## src/rtl/efs_pkg.sv

```systemverilog
// Package: constants for the excitation field supervision block
package efs_pkg;
  // ********************
  // Clock and value scaling
  // ********************
  localparam int CLK_HZ = 10_000_000;
  // Setting values carry two decimals: 1.00 is coded as 100
  localparam int VAL_W = 16;
  // Time settings are counts of 5 ms ticks
  localparam int TICK_MS = 5;
  localparam int TICK_CYC = CLK_HZ / 1000 * TICK_MS;
  localparam int TMR_W = 20;
  // ********************
  // Reset defaults
  // ********************
  localparam logic [VAL_W-1:0] SHORT_LOW_DEF = 16'h0064;   // 1.00
  localparam logic [VAL_W-1:0] OPEN_CTL_HI_DEF = 16'h0064; // 1.00
  localparam logic [VAL_W-1:0] OPEN_CUR_LO_DEF = 16'h000A; // 0.10
  localparam logic [VAL_W-1:0] TEMP_ALARM_DEF = 16'h0064;  // 100
  localparam logic [TMR_W-1:0] OVC_DELAY_DEF = 20'h00258;  // 3.000 s
  localparam logic [TMR_W-1:0] OPEN_DELAY_DEF = 20'h00258; // 3.000 s
  localparam logic [TMR_W-1:0] INV_STOP_DEF = 20'h000C8;   // 1.0 s
  localparam logic [TMR_W-1:0] BRK_SUP_DEF = 20'h00064;    // 0.5 s
  // Ramp rate in 0.01 p.u./s; 0.02 default
  localparam logic [VAL_W-1:0] RAMP_RATE_DEF = 16'h0002;
  // One LSB of control signal is 0.01, rate LSB 0.01/s
  localparam int RAMP_CYC = CLK_HZ;
  localparam int RAMP_W = 24;
  // ********************
  // Breaker trip sequence
  // ********************
  typedef enum logic [3:0] {
    EFS_IDLE = 4'h1,
    EFS_RUNDOWN = 4'h2,
    EFS_SUPERV = 4'h4,
    EFS_DONE = 4'h8
  } efs_brk_t;
endpackage

```

## src/rtl/efs_supervision.sv

```systemverilog
// Module: field overcurrent, open field, temperature and breaker supervision
`timescale 1ns/1ns
module efs_supervision
  import efs_pkg::*;
#(
  parameter int TICK = TICK_CYC,
  parameter int RAMP_DIV = RAMP_CYC
) (
  input wire logic CLK,
  input wire logic RST,
  input wire logic OVC_ENABLE,
  input wire logic OPEN_MON_ENABLE,
  input wire logic INT_TRIP_ENABLE,
  input wire logic [VAL_W-1:0] SHORT_LOW_LEVEL,
  input wire logic [VAL_W-1:0] OPEN_CTL_HIGH,
  input wire logic [VAL_W-1:0] OPEN_CUR_LOW,
  input wire logic [VAL_W-1:0] TEMP_ALARM_LEVEL,
  input wire logic [TMR_W-1:0] OVC_DELAY,
  input wire logic [TMR_W-1:0] OPEN_DELAY,
  input wire logic [TMR_W-1:0] INV_STOP_TIME,
  input wire logic [TMR_W-1:0] BRK_SUP_TIME,
  input wire logic [VAL_W-1:0] OPEN_LOOP_RATE,
  input wire logic [VAL_W-1:0] CONTROL_SIGNAL,
  input wire logic [VAL_W-1:0] FIELD_CURRENT,
  input wire logic [VAL_W-1:0] IGBT_TEMP,
  input wire logic FIELD_LIMITER_ACTIVE,
  input wire logic MACHINE_CIRCUIT_OPEN,
  input wire logic BREAKER_OFF_REQ,
  input wire logic BREAKER_IS_OPEN,
  input wire logic OPEN_LOOP_REFERENCE_OPTION,
  input wire logic RAMP_UP,
  input wire logic RAMP_DOWN,
  output logic OVC_TRIP,
  output logic OPEN_FIELD_TRIP,
  output logic EXCITATION_STOP,
  output logic TEMP_ALARM,
  output logic TEMP_ALARM_EVENT,
  output logic RUNDOWN_CMD,
  output logic BREAKER_OPEN_CMD,
  output logic BREAKER_FAIL_EVENT,
  output logic [VAL_W-1:0] FORCED_CONTROL_SIGNAL
);
  // Accumulator must hold the divider plus the largest rate step
  if (TICK < 1 || RAMP_DIV < 1
      || RAMP_DIV > (1 << RAMP_W) - (1 << VAL_W)) begin : g_bad_param
    $error("efs_supervision: TICK or RAMP_DIV out of range");
  end

  // Saturating tick counter step, used by every delay timer
  function automatic logic [TMR_W-1:0] tmr_step(input logic [TMR_W-1:0] c,
                                                 input logic run,
                                                 input logic tick);
    if (!run) begin
      return '0;
    end else if (tick && c != '1) begin
      return c + TMR_W'(1);
    end else begin
      return c;
    end
  endfunction

  // ********************
  // Common 5 ms tick
  // ********************
  logic [31:0] pre_q;
  logic tick_q;
  always_ff @(posedge CLK) begin
    if (RST || pre_q == 32'(TICK - 1)) begin
      pre_q <= '0;
    end else begin
      pre_q <= pre_q + 32'h1;
    end
  end
  always_ff @(posedge CLK) begin
    tick_q <= !RST && pre_q == 32'(TICK - 1);
  end

  // ********************
  // Field overcurrent
  // ********************
  logic ovc_cond;
  logic [TMR_W-1:0] ovc_cnt_q;
  // Disabled protection holds timer at zero; default off comes from port
  assign ovc_cond = OVC_ENABLE && FIELD_LIMITER_ACTIVE
                    && CONTROL_SIGNAL < SHORT_LOW_LEVEL;
  always_ff @(posedge CLK) begin
    if (RST) begin
      ovc_cnt_q <= '0;
      OVC_TRIP <= 1'b0;
    end else begin
      ovc_cnt_q <= tmr_step(ovc_cnt_q, ovc_cond, tick_q);
      OVC_TRIP <= ovc_cond && ovc_cnt_q >= OVC_DELAY;
    end
  end

  // ********************
  // Open field
  // ********************
  logic open_cond;
  logic [TMR_W-1:0] open_cnt_q;
  assign open_cond = OPEN_MON_ENABLE
                     && CONTROL_SIGNAL > OPEN_CTL_HIGH
                     && FIELD_CURRENT < OPEN_CUR_LOW;
  always_ff @(posedge CLK) begin
    if (RST) begin
      open_cnt_q <= '0;
      OPEN_FIELD_TRIP <= 1'b0;
      EXCITATION_STOP <= 1'b0;
    end else begin
      open_cnt_q <= tmr_step(open_cnt_q, open_cond, tick_q);
      OPEN_FIELD_TRIP <= open_cond && open_cnt_q >= OPEN_DELAY;
      // Stop latches: excitation stays down until reset
      if (open_cond && open_cnt_q >= OPEN_DELAY) begin
        EXCITATION_STOP <= 1'b1;
      end
    end
  end

  // ********************
  // Transistor temperature
  // ********************
  always_ff @(posedge CLK) begin
    if (RST) begin
      TEMP_ALARM <= 1'b0;
      TEMP_ALARM_EVENT <= 1'b0;
    end else begin
      TEMP_ALARM <= IGBT_TEMP > TEMP_ALARM_LEVEL;
      TEMP_ALARM_EVENT <= IGBT_TEMP > TEMP_ALARM_LEVEL
                          && !TEMP_ALARM;
    end
  end

  // ********************
  // Internal field breaker trip
  // ********************
  efs_brk_t brk_q;
  logic [TMR_W-1:0] brk_cnt_q;
  logic brk_start;
  assign brk_start = INT_TRIP_ENABLE && MACHINE_CIRCUIT_OPEN
                     && BREAKER_OFF_REQ;
  always_ff @(posedge CLK) begin
    if (RST) begin
      brk_q <= EFS_IDLE;
      brk_cnt_q <= '0;
      RUNDOWN_CMD <= 1'b0;
      BREAKER_OPEN_CMD <= 1'b0;
      BREAKER_FAIL_EVENT <= 1'b0;
    end else begin
      BREAKER_FAIL_EVENT <= 1'b0;
      case (brk_q)
        EFS_IDLE: begin
          brk_cnt_q <= '0;
          if (brk_start) begin
            brk_q <= EFS_RUNDOWN;
            RUNDOWN_CMD <= 1'b1;
          end
        end
        EFS_RUNDOWN: begin
          brk_cnt_q <= tmr_step(brk_cnt_q, 1'b1, tick_q);
          if (brk_cnt_q >= INV_STOP_TIME) begin
            brk_q <= EFS_SUPERV;
            brk_cnt_q <= '0;
            BREAKER_OPEN_CMD <= 1'b1;
          end
        end
        EFS_SUPERV: begin
          brk_cnt_q <= tmr_step(brk_cnt_q, 1'b1, tick_q);
          if (BREAKER_IS_OPEN) begin
            brk_q <= EFS_DONE;
          end else if (brk_cnt_q >= BRK_SUP_TIME) begin
            brk_q <= EFS_DONE;
            BREAKER_FAIL_EVENT <= 1'b1;
          end
        end
        EFS_DONE: begin
          // Sequence ends once the request is withdrawn
          if (!BREAKER_OFF_REQ) begin
            brk_q <= EFS_IDLE;
            RUNDOWN_CMD <= 1'b0;
            BREAKER_OPEN_CMD <= 1'b0;
          end
        end
        default: begin
          brk_q <= EFS_IDLE;
        end
      endcase
    end
  end

  // ********************
  // Open-loop test ramp
  // ********************
  logic [RAMP_W-1:0] acc_q;
  logic [RAMP_W-1:0] acc_sum;
  logic ramp_run;
  assign ramp_run = OPEN_LOOP_REFERENCE_OPTION && (RAMP_UP ^ RAMP_DOWN);
  assign acc_sum = acc_q + RAMP_W'(OPEN_LOOP_RATE);
  // Fractional accumulator: one LSB step per RAMP_DIV/rate cycles
  always_ff @(posedge CLK) begin
    if (RST || !ramp_run) begin
      acc_q <= '0;
    end else if (acc_sum >= RAMP_W'(RAMP_DIV)) begin
      acc_q <= acc_sum - RAMP_W'(RAMP_DIV);
    end else begin
      acc_q <= acc_sum;
    end
  end
  always_ff @(posedge CLK) begin
    if (RST) begin
      FORCED_CONTROL_SIGNAL <= '0;
    end else if (!OPEN_LOOP_REFERENCE_OPTION) begin
      // Track live value so the test starts bumpless
      FORCED_CONTROL_SIGNAL <= CONTROL_SIGNAL;
    end else if (ramp_run && acc_sum >= RAMP_W'(RAMP_DIV)) begin
      if (RAMP_UP && FORCED_CONTROL_SIGNAL != '1) begin
        FORCED_CONTROL_SIGNAL <= FORCED_CONTROL_SIGNAL + VAL_W'(1);
      end else if (RAMP_DOWN && FORCED_CONTROL_SIGNAL != '0) begin
        FORCED_CONTROL_SIGNAL <= FORCED_CONTROL_SIGNAL - VAL_W'(1);
      end
    end
  end

  // ********************
  // Checks
  // ********************
  a_ovc_needs_cond: assert property (@(posedge CLK) disable iff (RST)
    OVC_TRIP |-> $past(OVC_ENABLE) && $past(FIELD_LIMITER_ACTIVE)
      && $past(CONTROL_SIGNAL) < $past(SHORT_LOW_LEVEL))
    else $error("overcurrent trip without its condition");
  a_ovc_off_quiet: assert property (@(posedge CLK) disable iff (RST)
    !OVC_ENABLE |=> !OVC_TRIP)
    else $error("overcurrent trip while disabled");
  a_ovc_delay: assert property (@(posedge CLK) disable iff (RST)
    $rose(OVC_TRIP) |-> $past(ovc_cnt_q) >= $past(OVC_DELAY))
    else $error("overcurrent trip before delay");
  a_ovc_restart: assert property (@(posedge CLK) disable iff (RST)
    !ovc_cond |=> ovc_cnt_q == '0)
    else $error("overcurrent timer not restarted");
  a_open_trip_cond: assert property (@(posedge CLK) disable iff (RST)
    OPEN_FIELD_TRIP |-> $past(open_cond)
      && $past(open_cnt_q) >= $past(OPEN_DELAY))
    else $error("open field trip without condition");
  a_open_stops: assert property (@(posedge CLK) disable iff (RST)
    OPEN_FIELD_TRIP |-> EXCITATION_STOP)
    else $error("open field trip without stop");
  a_open_off_quiet: assert property (@(posedge CLK) disable iff (RST)
    !OPEN_MON_ENABLE |=> !OPEN_FIELD_TRIP)
    else $error("open field trip while disabled");
  a_temp_alarm: assert property (@(posedge CLK) disable iff (RST)
    IGBT_TEMP > TEMP_ALARM_LEVEL |=> TEMP_ALARM)
    else $error("temperature alarm missed");
  a_temp_event: assert property (@(posedge CLK) disable iff (RST)
    TEMP_ALARM_EVENT |-> TEMP_ALARM && !$past(TEMP_ALARM))
    else $error("temperature event not on rise");
  a_brk_start: assert property (@(posedge CLK) disable iff (RST)
    brk_q == EFS_IDLE && brk_start |=> RUNDOWN_CMD
      && !BREAKER_OPEN_CMD)
    else $error("rundown not started");
  a_brk_disabled: assert property (@(posedge CLK) disable iff (RST)
    brk_q == EFS_IDLE && !INT_TRIP_ENABLE |=> brk_q == EFS_IDLE)
    else $error("breaker sequence started while disabled");
  a_brk_fail: assert property (@(posedge CLK) disable iff (RST)
    BREAKER_FAIL_EVENT |-> $past(brk_q) == EFS_SUPERV
      && !$past(BREAKER_IS_OPEN))
    else $error("breaker event with breaker open");
  a_ramp_step: assert property (@(posedge CLK) disable iff (RST)
    $past(OPEN_LOOP_REFERENCE_OPTION) && !$past(RAMP_UP)
      |-> FORCED_CONTROL_SIGNAL
      <= $past(FORCED_CONTROL_SIGNAL))
    else $error("ramp rose without up request");
endmodule // efs_supervision

```

## config.mk

```make
export PLATFORM = sky130hd
export DESIGN_NAME = efs_supervision
export DESIGN_NICKNAME = d
export VERILOG_FILES = /design/src/rtl/efs_pkg.sv /design/src/rtl/efs_supervision.sv
export SDC_FILE = /design/constraint.sdc
export NUM_CORES = 1
export LEC_CHECK = 0
export BUFFER_PORTS_ARGS = -buffer_cell sky130_fd_sc_hd__buf_2
export CORE_MARGIN = 2
export CORE_UTILIZATION = 40
export DETAILED_ROUTE_END_ITERATION = 6
export PLACE_DENSITY = 0.71
export SYNTH_ARGS = -nofsm -noshare
export SYNTH_HDL_FRONTEND = slang
export SYNTH_SLANG_ARGS = --single-unit
```

## constraint.sdc

```tcl
create_clock -name CLK -period 4.65 [get_ports CLK]
set_input_delay 0.2325 -clock CLK [delete_from_list [all_inputs] [get_ports CLK]]
set_output_delay 0.2325 -clock CLK [all_outputs]
set_load 0.02 [all_outputs]
```

==> results of run 1 <==
==> cell type report <==
type | instances | area, sq um
sequential | 145 | 2900
clock inverter | 15 | 125
tap | 384 | 480
inverter | 164 | 616
timing repair buffer | 251 | 1280
antenna | 5 | 12.5
multi-input combinational | 1093 | 7980
fill | 2726 | 14800
clock buffer | 17 | 425
==> synth_stat cells, types with 33 or more instances <==
library cell,n,area share [%]
a21o_1,52,3.4
a21oi_1,62,2.7
dfxtp_1,145,25
ha_1,177,19
inv_1,164,5.3
nand2_1,68,2.2
nand3_1,35,1.5
nand4_1,46,2.5
nor2_1,181,5.9
nor2b_1,33,1.8
o21ai_0,44,1.9
xnor2_1,62,4.7
xor2_1,67,5.1
==> per-layer routing <==
| metal | global-route usage, % | vias up |
|---|---|---|
| met5 | 0 | - |
| met4 | 5.71 | 2 |
| met3 | 3.41 | 33 |
| met2 | 34.1 | 257 |
| met1 | 25.2 | 4893 |
| li1 | - | 5504 |
==> flip-flops by register name, indices dropped and copies added, names as in the netlist, 4 cells and up <==
| name | count |
|---|---|
| brk_cnt_q | 20 |
| acc_q | 24 |
| FORCED_CONTROL_SIGNAL | 16 |
| brk_q | 4 |
| pre_q | 32 |
| open_cnt_q | 20 |
| ovc_cnt_q | 20 |
==> worst reg2reg max path, cell delays in order, from the launching register on <==
cell and delay (ns):
dfxtp_1 0.31, ha_1 0.23, fa_1 0.44, a211oi_1 0.51
o21ai_2 0.16, nand4_1 0.21, nand2_2 0.17, xnor2_2 0.17
a31oi_1 0.32, nor2_1 0.20, a21oi_1 0.53, o21ai_0 0.25
xnor2_1 0.21, nor2_1 0.05
==> how the worst max path moves through the flow <==
stage | start | end | slack, ns
floorplan | FORCED_CONTROL_SIGNAL[9] | FORCED_CONTROL_SIGNAL[14] | 0.70
global placement | OPEN_LOOP_RATE[0] | FORCED_CONTROL_SIGNAL[2] | 0.91
detailed placement | OPEN_LOOP_RATE[0] | acc_q[19] | 0.76
CTS | acc_q[0] | acc_q[19] | 0.81
global route | acc_q[0] | FORCED_CONTROL_SIGNAL[2] | 0.52
finish | acc_q[0] | acc_q[19] | 0.80
==> power groups by stage <==
stage / combinational, uW / sequential, uW / clock [uW]
after global placement: 598 / 1310 / 0
final: 617 / 1280 / 1290
after floorplan: 388 / 1320 / 0
after detailed placement: 613 / 1310 / 0
after global routing: 695 / 1280 / 1380
after CTS: 619 / 1280 / 1320
==> stage by stage <==
step                      instances  hold WS, ns  cell area (sq um)
after CTS                      2069        0.107              13800
after global placement         2037        0.398              13300
final                          2074        0.125              13800
after global routing           2071        0.111              13800
after detailed placement       2037        0.405              13300
after floorplan                1425        0.376              11600
==> cell families (layout without fill, tap and decap cells) <==
| family | Yosys count | in the layout | share of synthesized area [%] |
|---|---|---|---|
| AOI/OAI and AO/OA | 276 | 276 | 17.1 |
| xor gates and xnor gates | 130 | 130 | 9.87 |
| adders and majority gates | 179 | 179 | 19.4 |
| buffers and inverters | 187 | 447 | 6.37 |
| DFF | 145 | 145 | 25.0 |
| muxes | 9 | 9 | 0.797 |
| other | 0 | 5 | 0 |
| and+or+nand+nor | 499 | 499 | 21.5 |
==> results.md, run 1 <==
* Worst vdd ir at 0.275 mV
* Reg power frac at 40.2%
* Slew headroom at 47.5%
* CP required at 4.96 ns
* Worst Tran Pin Value at 0.767 ns
* Ports at 244
* Die Y at 174 um
* Switching pwr at 949 uW
* CP Cell Sequence: ha_1 > fa_1 > a211oi_1 > o21ai_2 > nand4_1 > nand2_2 > xnor2_2 > a31oi_1 > nor2_1 > a21oi_1 > o21ai_0 > xnor2_1 > nor2_1
* Hold path start: BREAKER_IS_OPEN
* Leakage Power at 0.00674 uW
* Routed wl met2 at 14,300 um
* Starting Density at 40.6%
* DR top layer: met5
* R2R depth at 13
* DR vias/cell at 5.15
* Final HPWL DP at 24,500 um
* Clock Root Buffer: clkbuf_16
* Vias in the first global route at 10,400
* FFs w/ async S/R, synth at 0%
* Post-synthesis cell count at 1,425
* Drt wl/cell at 14.6 um
* WHS Endpoint: BREAKER_FAIL_EVENT
* GRT Overall Usage at 19.8%
* Crit-path slowest cell: a21oi_1
* Area grow syn2layout at 19.0%
* Hold Fails Final Rpt at 0
* Wl on met1 at 13,900 um
* Die ar. at 30,400 sq um
* HP Class: input port to flop
* Crit path DAT at 4.17 ns
* Worst reg2reg setup slack at 0.80 ns
* Critical path's most frequent cell: nor2_1
* Initial antenna violation count at 6
* Final Cycle Share at 82.9%
* Min Tclk post-route at 3.85 ns
* Commonest non-fill, non-tap cell in the layout: buf_2
* Crit. End Element: flop
* Drt total wl at 30,200 um
* Outcome: complete, no violations
* Worst Setup Path Type: flop to flop
* Drt pass-1 iters at 7
* Max incr delay on CP at 0.53 ns
* Nets@finish at 2,071
* Worst slack at placement at 0.763 ns
* RR Endpoint: acc_q[19]
* Clock power share at 40.4%
* Most frequent cells in the layout: buf_2, nor2_1, ha_1
* DR WL met3 at 1400 um
* Clk_lat worst skew at 0.43 ns
* Core box area at 28,600 sq um
* Final ANT Viol Nets at 0
* CP bufs+invs at 0
* Primary FF master, synth: dfxtp_1
* Synth Cell Area at 11,600 sq um
* Post-synthesis sequential area ratio at 25.0%
* Comb pwr share at 19.4%
* Total CTS buffers at 17
* CTS Sinks at 145
* Distinct cells, synth at 85
* Crit start category: flop
* RSZ-0062 raised after global routing: no
* Routed via count at 10,700
* Hold Path Cell Cnt at 3
* Clock-pin slew on the worst setup and hold paths at 0.07 ns
* Residual DRC at 0
* Final worst slack at 0.797 ns
* FMAX at 260 MHz
* Crit Reg-Reg Startpoint: acc_q[0]
* Pins Over Slew Limit at 0
* CTS tree: done
* GRT overflow at 0
* Routability-driven placement congestion ratio at 0.919
* Htree depth at 4
* Max Root-Sink Buffers at 2
* Top Family by Delay on Critical Path: compound AO/OA/AOI/OAI gates
* Max Cap Violations at 0
* Flip-flop and latch count after synthesis at 145
* Power, Total at 3190 uW
* Synth warnings at 0
* Final Setup Violations at 0
* Synth Area per Inst at 8.15 sq um
* Die outline width at 174 um
* Power per cell area at 231 nW/um^2
* CTS resizes at 0
* Fin util at 48.3%
* Fin Clk Skew at 0.0107 ns
* Ratio of cells with drive above 1 in the final layout at 19.9%
* Hold Buf Count CTS at 0
* Net Sw Frac at 29.8%
* WP depth at 13
* Iteration-0 DRC Markers at 579
* EDFF count, synth at 0
* PortBufs at 243
* Post-CTS setup buffer count at 0
* Pin count of the biggest net entering global routing at 33
* Total negative slack at 0 ns
* CP Max Fanout at 7
* Int Power at 2240 uW
* First-pass GRT wire length at 49,500 um
* Post-Syn Nets at 1,824
* Cell Rows at 62
(Power assumes the default switching activity.)
==> run 2: changes to the inputs <==
Settings changed: ABC_AREA set to 1, PLACE_DENSITY 0.71 to 0.68.
Clock period 4.65 ns to 3.6 ns, I/O delays scaled along.
==> run 2 against run 1 <==
Effect of this change:
- combinational power increased by 60%
- synthesized cell count increased by 40%
- cell count increased by 28%
- clock skew increased by 0.00075 ns
- core utilization decreased by 0.47 points
- sequential power increased by 31%
- maximum frequency increased by 17%
- first-iteration DRC count increased by 17%
- total power increased by 39%
- count of clock-buffer cells in the layout increased by 1
- die area increased by 9.7%
- critical path type unchanged
==> results.md, run 2 <==
* Area share of the largest cell type after synthesis at 22.7% (-2.3 points)
* Flip-flop and latch count after synthesis at 145 (unchanged)
* Post-CTS setup buffer count at 0 (unchanged)
* Leakage Power at 0.00780 uW (+16%)
* Ratio of cells with drive above 1 in the final layout at 15.0% (-5.0 points)
* Pins Over Slew Limit at 0 (unchanged)
* CTS resizes at 0 (unchanged)
* CTS Sinks at 145 (unchanged)
* Post-synth top cells: nand2_1, inv_1, nor2_1, ha_1, a21oi_1
* Routability-driven placement congestion ratio at 0.935 (+1.7%)
* CP required at 3.95 ns (-1.01 ns)
* FFs w/ async S/R, synth at 0% (unchanged)
* Area occupied by multi-input gates at 8330 sq um (+4.4%)
* Ports at 244 (unchanged)
* Most frequent cells in the layout: nand2_1, inv_1, buf_2
* Distinct cells, synth at 52 (-39%)
* Nets@finish at 2,638 (+27%)
* Biggest register: pre_q
* Drt total wl at 34,500 um (+14%)
* Hold Buf Count CTS at 0 (unchanged)
* Drt pass-1 iters at 6 (-1)
* Post-Syn Nets at 2,388 (+31%)
* Biggest area consumer among synthesized cells: dfxtp_1
* Outcome: complete, no violations
* Power per cell area at 295 nW/um^2 (+28%)
* Crit start category: flop
* Slew headroom at 26.7% (-21 points)
* Post-synthesis cell count at 1,989 (+40%)
* Max Cap Violations at 0 (unchanged)
* HP Class: input port to flop
* Final ANT Viol Nets at 0 (unchanged)
* Clock Root Buffer: clkbuf_16
* Top Registers: pre_q: 32 flops, acc_q: 24 flops
* FMAX at 304 MHz (+17%)
* Max Root-Sink Buffers at 2 (unchanged)
* Max reg flops at 32 (unchanged)
* PortBufs at 243 (unchanged)
* Worst Setup Path Type: flop to flop
* Commonest non-fill, non-tap cell in the layout: nand2_1
* CP Max Fanout at 22 (+15)
* Pin count of the biggest net entering global routing at 29 (-12%)
* Crit path DAT at 3.64 ns (-0.53 ns)
* Worst Tran Pin Value at 1.10 ns (+0.333 ns)
* Final HPWL DP at 28,700 um (+17%)
* Total negative slack at 0 ns (unchanged)
* Die ar. at 33,400 sq um (+9.7%)
* CTS tree: done
* GRT Overall Usage at 20.7% (+0.96 points)
* DP Area at 14,500 sq um (+9.1%)
* DR vias/cell at 4.96 (-3.8%)
* Vias in the first global route at 12,400 (+20%)
* Drt wl/cell at 13.0 um (-11%)
* Die outline width at 183 um (+4.7%)
* Total CTS buffers at 17 (unchanged)
* Final Cycle Share at 91.3% (+8.5 points)
* Clk_lat worst skew at 0.43 ns (about the same)
* Min Tclk post-route at 3.29 ns (-0.565 ns)
* Area grow syn2layout at 17.9%
* Final Setup Violations at 0 (unchanged)
* Fillcell total at 3,191 (+17%)
* Final cell area excluding filler cells at 15,000 sq um (+8.9%)
* EDFF count, synth at 0 (unchanged)
* Iteration-0 DRC Markers at 678 (+17%)
* First-pass GRT wire length at 57,100 um (+15%)
* Starting Density at 40.6% (about the same)
* Synth top area cells: dfxtp_1, ha_1, nand2_1, inv_1, nor2_1
* GRT overflow at 0 (unchanged)
* Synth warnings at 0 (unchanged)
* Die Y at 183 um (+4.7%)
* RSZ-0062 raised after global routing: no
* Synth Area per Inst at 6.42 sq um (-21%)
* Hold Fails Final Rpt at 0 (unchanged)
* Post-synthesis sequential area ratio at 22.7% (-2.3 points)
* Clock-pin slew on the worst setup and hold paths at 0.06 ns (about the same)
* Worst vdd ir at 0.285 mV (+3.8%)
* Fin Clk Skew at 0.0115 ns (+0.000753 ns)
* Htree depth at 4 (unchanged)
* Primary FF master, synth: dfxtp_1
* Core box area at 31,500 sq um (+10%)
* Routed via count at 13,200 (+23%)
* Register Area at 2900 sq um (unchanged)
* Crit. End Element: flop
* Initial antenna violation count at 4 (-2)
* Residual DRC at 0 (unchanged)
* Synth Cell Area at 12,800 sq um (+9.9%)
* Cell Rows at 65 (+4.8%)
* Most common cell in the netlist: nand2_1
==> run 2: area by class of cell <==
class / count / share of cell area, %
timing repair buffer: 252 / 8.53
multi-input combinational: 1439 / 55.4
antenna: 2 / 0.0333
clock buffer: 18 / 2.85
inverter: 384 / 9.58
sequential: 145 / 19.3
tap: 402 / 3.34
clock inverter: 14 / 0.998
==> run 2: final timing paths <==
path | start | endpoint | slack, ns | cells past startpoint
worst min register to register | TEMP_ALARM | TEMP_ALARM_EVENT | 0.41 | 1
worst max register to register | acc_q[0] | FORCED_CONTROL_SIGNAL[7] | 0.31 | 18
worst max-delay path | acc_q[0] | FORCED_CONTROL_SIGNAL[7] | 0.31 | 18
worst min-delay path | BREAKER_IS_OPEN | BREAKER_FAIL_EVENT | 0.07 | 4
==> run 2: critical path: stages, from the launching register on <==
cell	delay, ns
dfxtp_1	0.30
ha_1	0.24
fa_1	0.43
nand2_1	0.10
nand2_1	0.09
nand3_1	0.11
nand2_1	0.09
nand2_1	0.09
nand2_2	0.11
xor2_1	0.17
nor2_1	0.20
nand2_1	0.08
nor2_1	0.13
nand2_2	0.08
nand2_4	0.23
nand2_4	0.23
nand2_2	0.27
nand2_1	0.10
a21oi_1	0.13
==> run 2: kinds of logic (layout without fill, tap and decap cells) <==
| family | count (synthesis) | count (layout) | synth area share (%) |
|---|---|---|---|
| buffers and inverters | 405 | 668 | 12.1 |
| and+or+nand+nor | 948 | 948 | 32.6 |
| adders and majority gates | 179 | 179 | 17.7 |
| AOI/OAI and AO/OA | 261 | 261 | 11.3 |
| DFF | 145 | 145 | 22.7 |
| xor gates and xnor gates | 51 | 51 | 3.56 |
| other | 0 | 2 | 0 |
==> run 2: metal layers <==
metal,routed length [um],part of all wire (%),track usage (%)
met1,16000,46,27.1
met2,15900,46,35.1
met3,1880,5.5,3.21
met4,669,1.9,6.32
met5,9,0.026,0
==> run 2: power breakdown <==
part           internal (uW)  switching [uW]
sequential              1650            32.8
combinational            376             613
clock                    978             789
==> run 2: through the flow <==
step | util [%] | instances | setup slack [ns] | hold WS (ns) | power, uW
4_1_cts | 47.8 | 2654 | 0.367 | 0.0494 | 4470
2_1_floorplan | - | 1989 | 0.160 | 0.349 | 2350
3_3_place_gp | 45.9 | 2622 | 0.466 | 0.401 | 2670
3_5_place_dp | 45.9 | 2622 | 0.373 | 0.409 | 2690
5_1_grt | 47.8 | 2655 | 0.0696 | 0.0807 | 4670
6_report | 47.8 | 2656 | 0.313 | 0.0665 | 4430
==> run 3: changes to the inputs <==
Settings changed: CORE_UTILIZATION 40 to 57, PLACE_DENSITY 0.68 to 0.89, REMOVE_ABC_BUFFERS set to 1.
==> run 3 against run 2 <==
Effect of this change:
- clock power is essentially flat
- die area shrank 29%
- maximum frequency shrank 0.36%
==> results.md, run 3 (synthesized netlist as in run 2, its figures left out) <==
* Outcome: complete, no violations
* Max incr delay on CP at 0.42 ns (about the same)
* Worst vdd ir at 0.270 mV (-5.4%)
* Drt total wl at 34,400 um (-0.35%)
* Pins Over Slew Limit at 0 (unchanged)
* CTS tree: done
* Antenna diodes at 0 (-2)
* FMAX at 303 MHz (-0.36%)
* Die ar. at 23,600 sq um (-29%)
* Clock-pin slew on the worst setup and hold paths at 0.07 ns (about the same)
* Ratio of cells with drive above 1 in the final layout at 14.8% (-0.20 points)
* Crit start category: flop
* Max Root-Sink Buffers at 2 (unchanged)
* Total negative slack at 0 ns (unchanged)
* DR vias/cell at 5.39 (+8.8%)
* Drt wl/cell at 13.6 um (+4.7%)
* Vias in the first global route at 13,100 (+5.2%)
* Clk_lat worst skew at 0.43 ns (about the same)
* Final Setup Violations at 0 (unchanged)
* DP Cell Count at 2,496 (-4.8%)
* Top Family by Delay on Critical Path: simple AND/OR/NAND/NOR gates
* DR top layer: met5
* Initial antenna violation count at 2 (-2)
* Final Cycle Share at 91.6% (+0.33 points)
* Register Area at 2900 sq um (unchanged)
* DR WL met3 at 2000 um (+6.4%)
* Area occupied by multi-input gates at 8330 sq um (unchanged)
* GRT overflow at 0 (unchanged)
* Wl on met1 at 14,500 um (-9.8%)
* Die outline width at 154 um (-16%)
* CTS Sinks at 145 (unchanged)
* Die Y at 154 um (-16%)
* Hold Buf Count CTS at 0 (unchanged)
* Crit-path slowest cell: fa_1
* Critical path's most frequent cell: nand2_1
* Min Tclk post-route at 3.30 ns (+0.0118 ns)
* Starting Density at 58.3% (+18 points)
* GRT Overall Usage at 28.8% (+8.1 points)
* Most frequent cells in the layout: nand2_1, inv_1, buf_2
* Worst Tran Pin Value at 1.02 ns (-0.0823 ns)
* Crit. End Element: flop
* Residual DRC at 0 (unchanged)
* Cell Rows at 54 (-17%)
* Commonest non-fill, non-tap cell in the layout: nand2_1
* Fin cells at 2,528 (-4.8%)
* Routability-driven placement congestion ratio at 0.962 (+2.8%)
* Hold Fails Final Rpt at 0 (unchanged)
* CTS resizes at 0 (unchanged)
* Fin Clk Skew at 0.0127 ns (+0.00120 ns)
* CP bufs+invs at 0 (unchanged)
* Fillcell total at 1,879 (-41%)
* Drt pass-1 iters at 5 (-1)
* HP Class: input port to flop
* Max reg flops at 32 (unchanged)
* Clock Root Buffer: clkbuf_16
* PortBufs at 243 (unchanged)
* Total CTS buffers at 17 (unchanged)
* Post-CTS setup buffer count at 0 (unchanged)
* CP required at 3.95 ns (about the same)
* Final HPWL DP at 28,000 um (-2.2%)
* Top Registers: pre_q: 32 flops, acc_q: 24 flops
* Final ANT Viol Nets at 0 (unchanged)
* Routed via count at 13,600 (+3.5%)
* Biggest register: pre_q
* CP Max Fanout at 22 (unchanged)
* CP Cell Sequence: ha_1 > fa_1 > nand2_1 > nand2_1 > nand3_1 > nand2_1 > nand2_1 > nand2_2 > xor2_1 > nor2_1 > nand2_1 > nor2_1 > nand2_2 > nand2_4 > nand2_4 > nand2_2 > nand2_1 > a21oi_1
* Crit path DAT at 3.65 ns (about the same)
* Ports at 244 (unchanged)
* Leakage Power at 0.00777 uW (-0.33%)
* Nets@finish at 2,634 (-0.15%)
* RSZ-0062 raised after global routing: no
* Htree depth at 4 (unchanged)
* Worst Setup Path Type: flop to flop
* Routed wl met2 at 16,700 um (+5.2%)
* Iteration-0 DRC Markers at 889 (+31%)
* Area grow syn2layout at 16.5%
* First-pass GRT wire length at 57,400 um (+0.57%)
* Power per cell area at 300 nW/um^2 (+1.8%)
* Pin count of the biggest net entering global routing at 28 (-3.4%)
* Slew headroom at 32.1% (+5.5 points)
* Worst reg2reg setup slack at 0.30 ns (about the same)
* Core box area at 21,900 sq um (-30%)
* Max Cap Violations at 0 (unchanged)
[run 3: final timing paths]
kind	to	from	depth (start not counted)
setup / recovery	FORCED_CONTROL_SIGNAL[1]	acc_q[0]	18
hold / removal	BREAKER_FAIL_EVENT	BREAKER_IS_OPEN	4
setup reg to reg	FORCED_CONTROL_SIGNAL[1]	acc_q[0]	18
hold reg to reg	TEMP_ALARM_EVENT	TEMP_ALARM	1
[run 3: metrics by stage]
step | utilization, % | cell area (sq um) | setup slack, ns | power (uW) | hold WS (ns)
5_1_grt | 67.9 | 14900 | 0.00671 | 4690 | 0.0621
3_3_place_gp | 65.2 | 14300 | 0.477 | 2650 | 0.409
4_1_cts | 67.9 | 14900 | 0.349 | 4470 | 0.0209
6_report | 67.9 | 14900 | 0.301 | 4460 | 0.0514
3_5_place_dp | 65.2 | 14300 | 0.371 | 2690 | 0.414
2_1_floorplan | - | 12700 | -0.559 | 2340 | 0.242
[run 3: worst reg2reg max path, cell delays in order (launching register included)]
cell	delay [ns]
dfxtp_1	0.30
ha_1	0.23
fa_1	0.42
nand2_1	0.11
nand2_1	0.08
nand3_1	0.11
nand2_1	0.12
nand2_1	0.11
nand2_2	0.09
xor2_1	0.17
nor2_1	0.20
nand2_1	0.08
nor2_1	0.11
nand2_2	0.08
nand2_4	0.22
nand2_4	0.23
nand2_2	0.30
nand2_1	0.11
a21oi_1	0.14
[run 3: power breakdown]
part           internal, uW  total, uW  switching (uW)
Combinational           374        992             618
Clock                  1060       1790             725
Sequential             1650       1680            34.3
Total                  3080       4460            1380
[run 3: layout make-up]
class                      count  share of cell area, %
tap                          280                   2.36
timing repair buffer         248                   8.43
inverter                     384                   9.69
clock buffer                  21                   3.10
sequential                   145                   19.5
clock inverter                11                  0.884
multi-input combinational   1439                   56.0
[run 3: metal layers]
metal / up-vias / track usage, %
met4: 4 / 11.1
li1: 6927 / -
met1: 6137 / 34.1
met2: 453 / 51.9
met3: 106 / 5.02
met5: - / 0
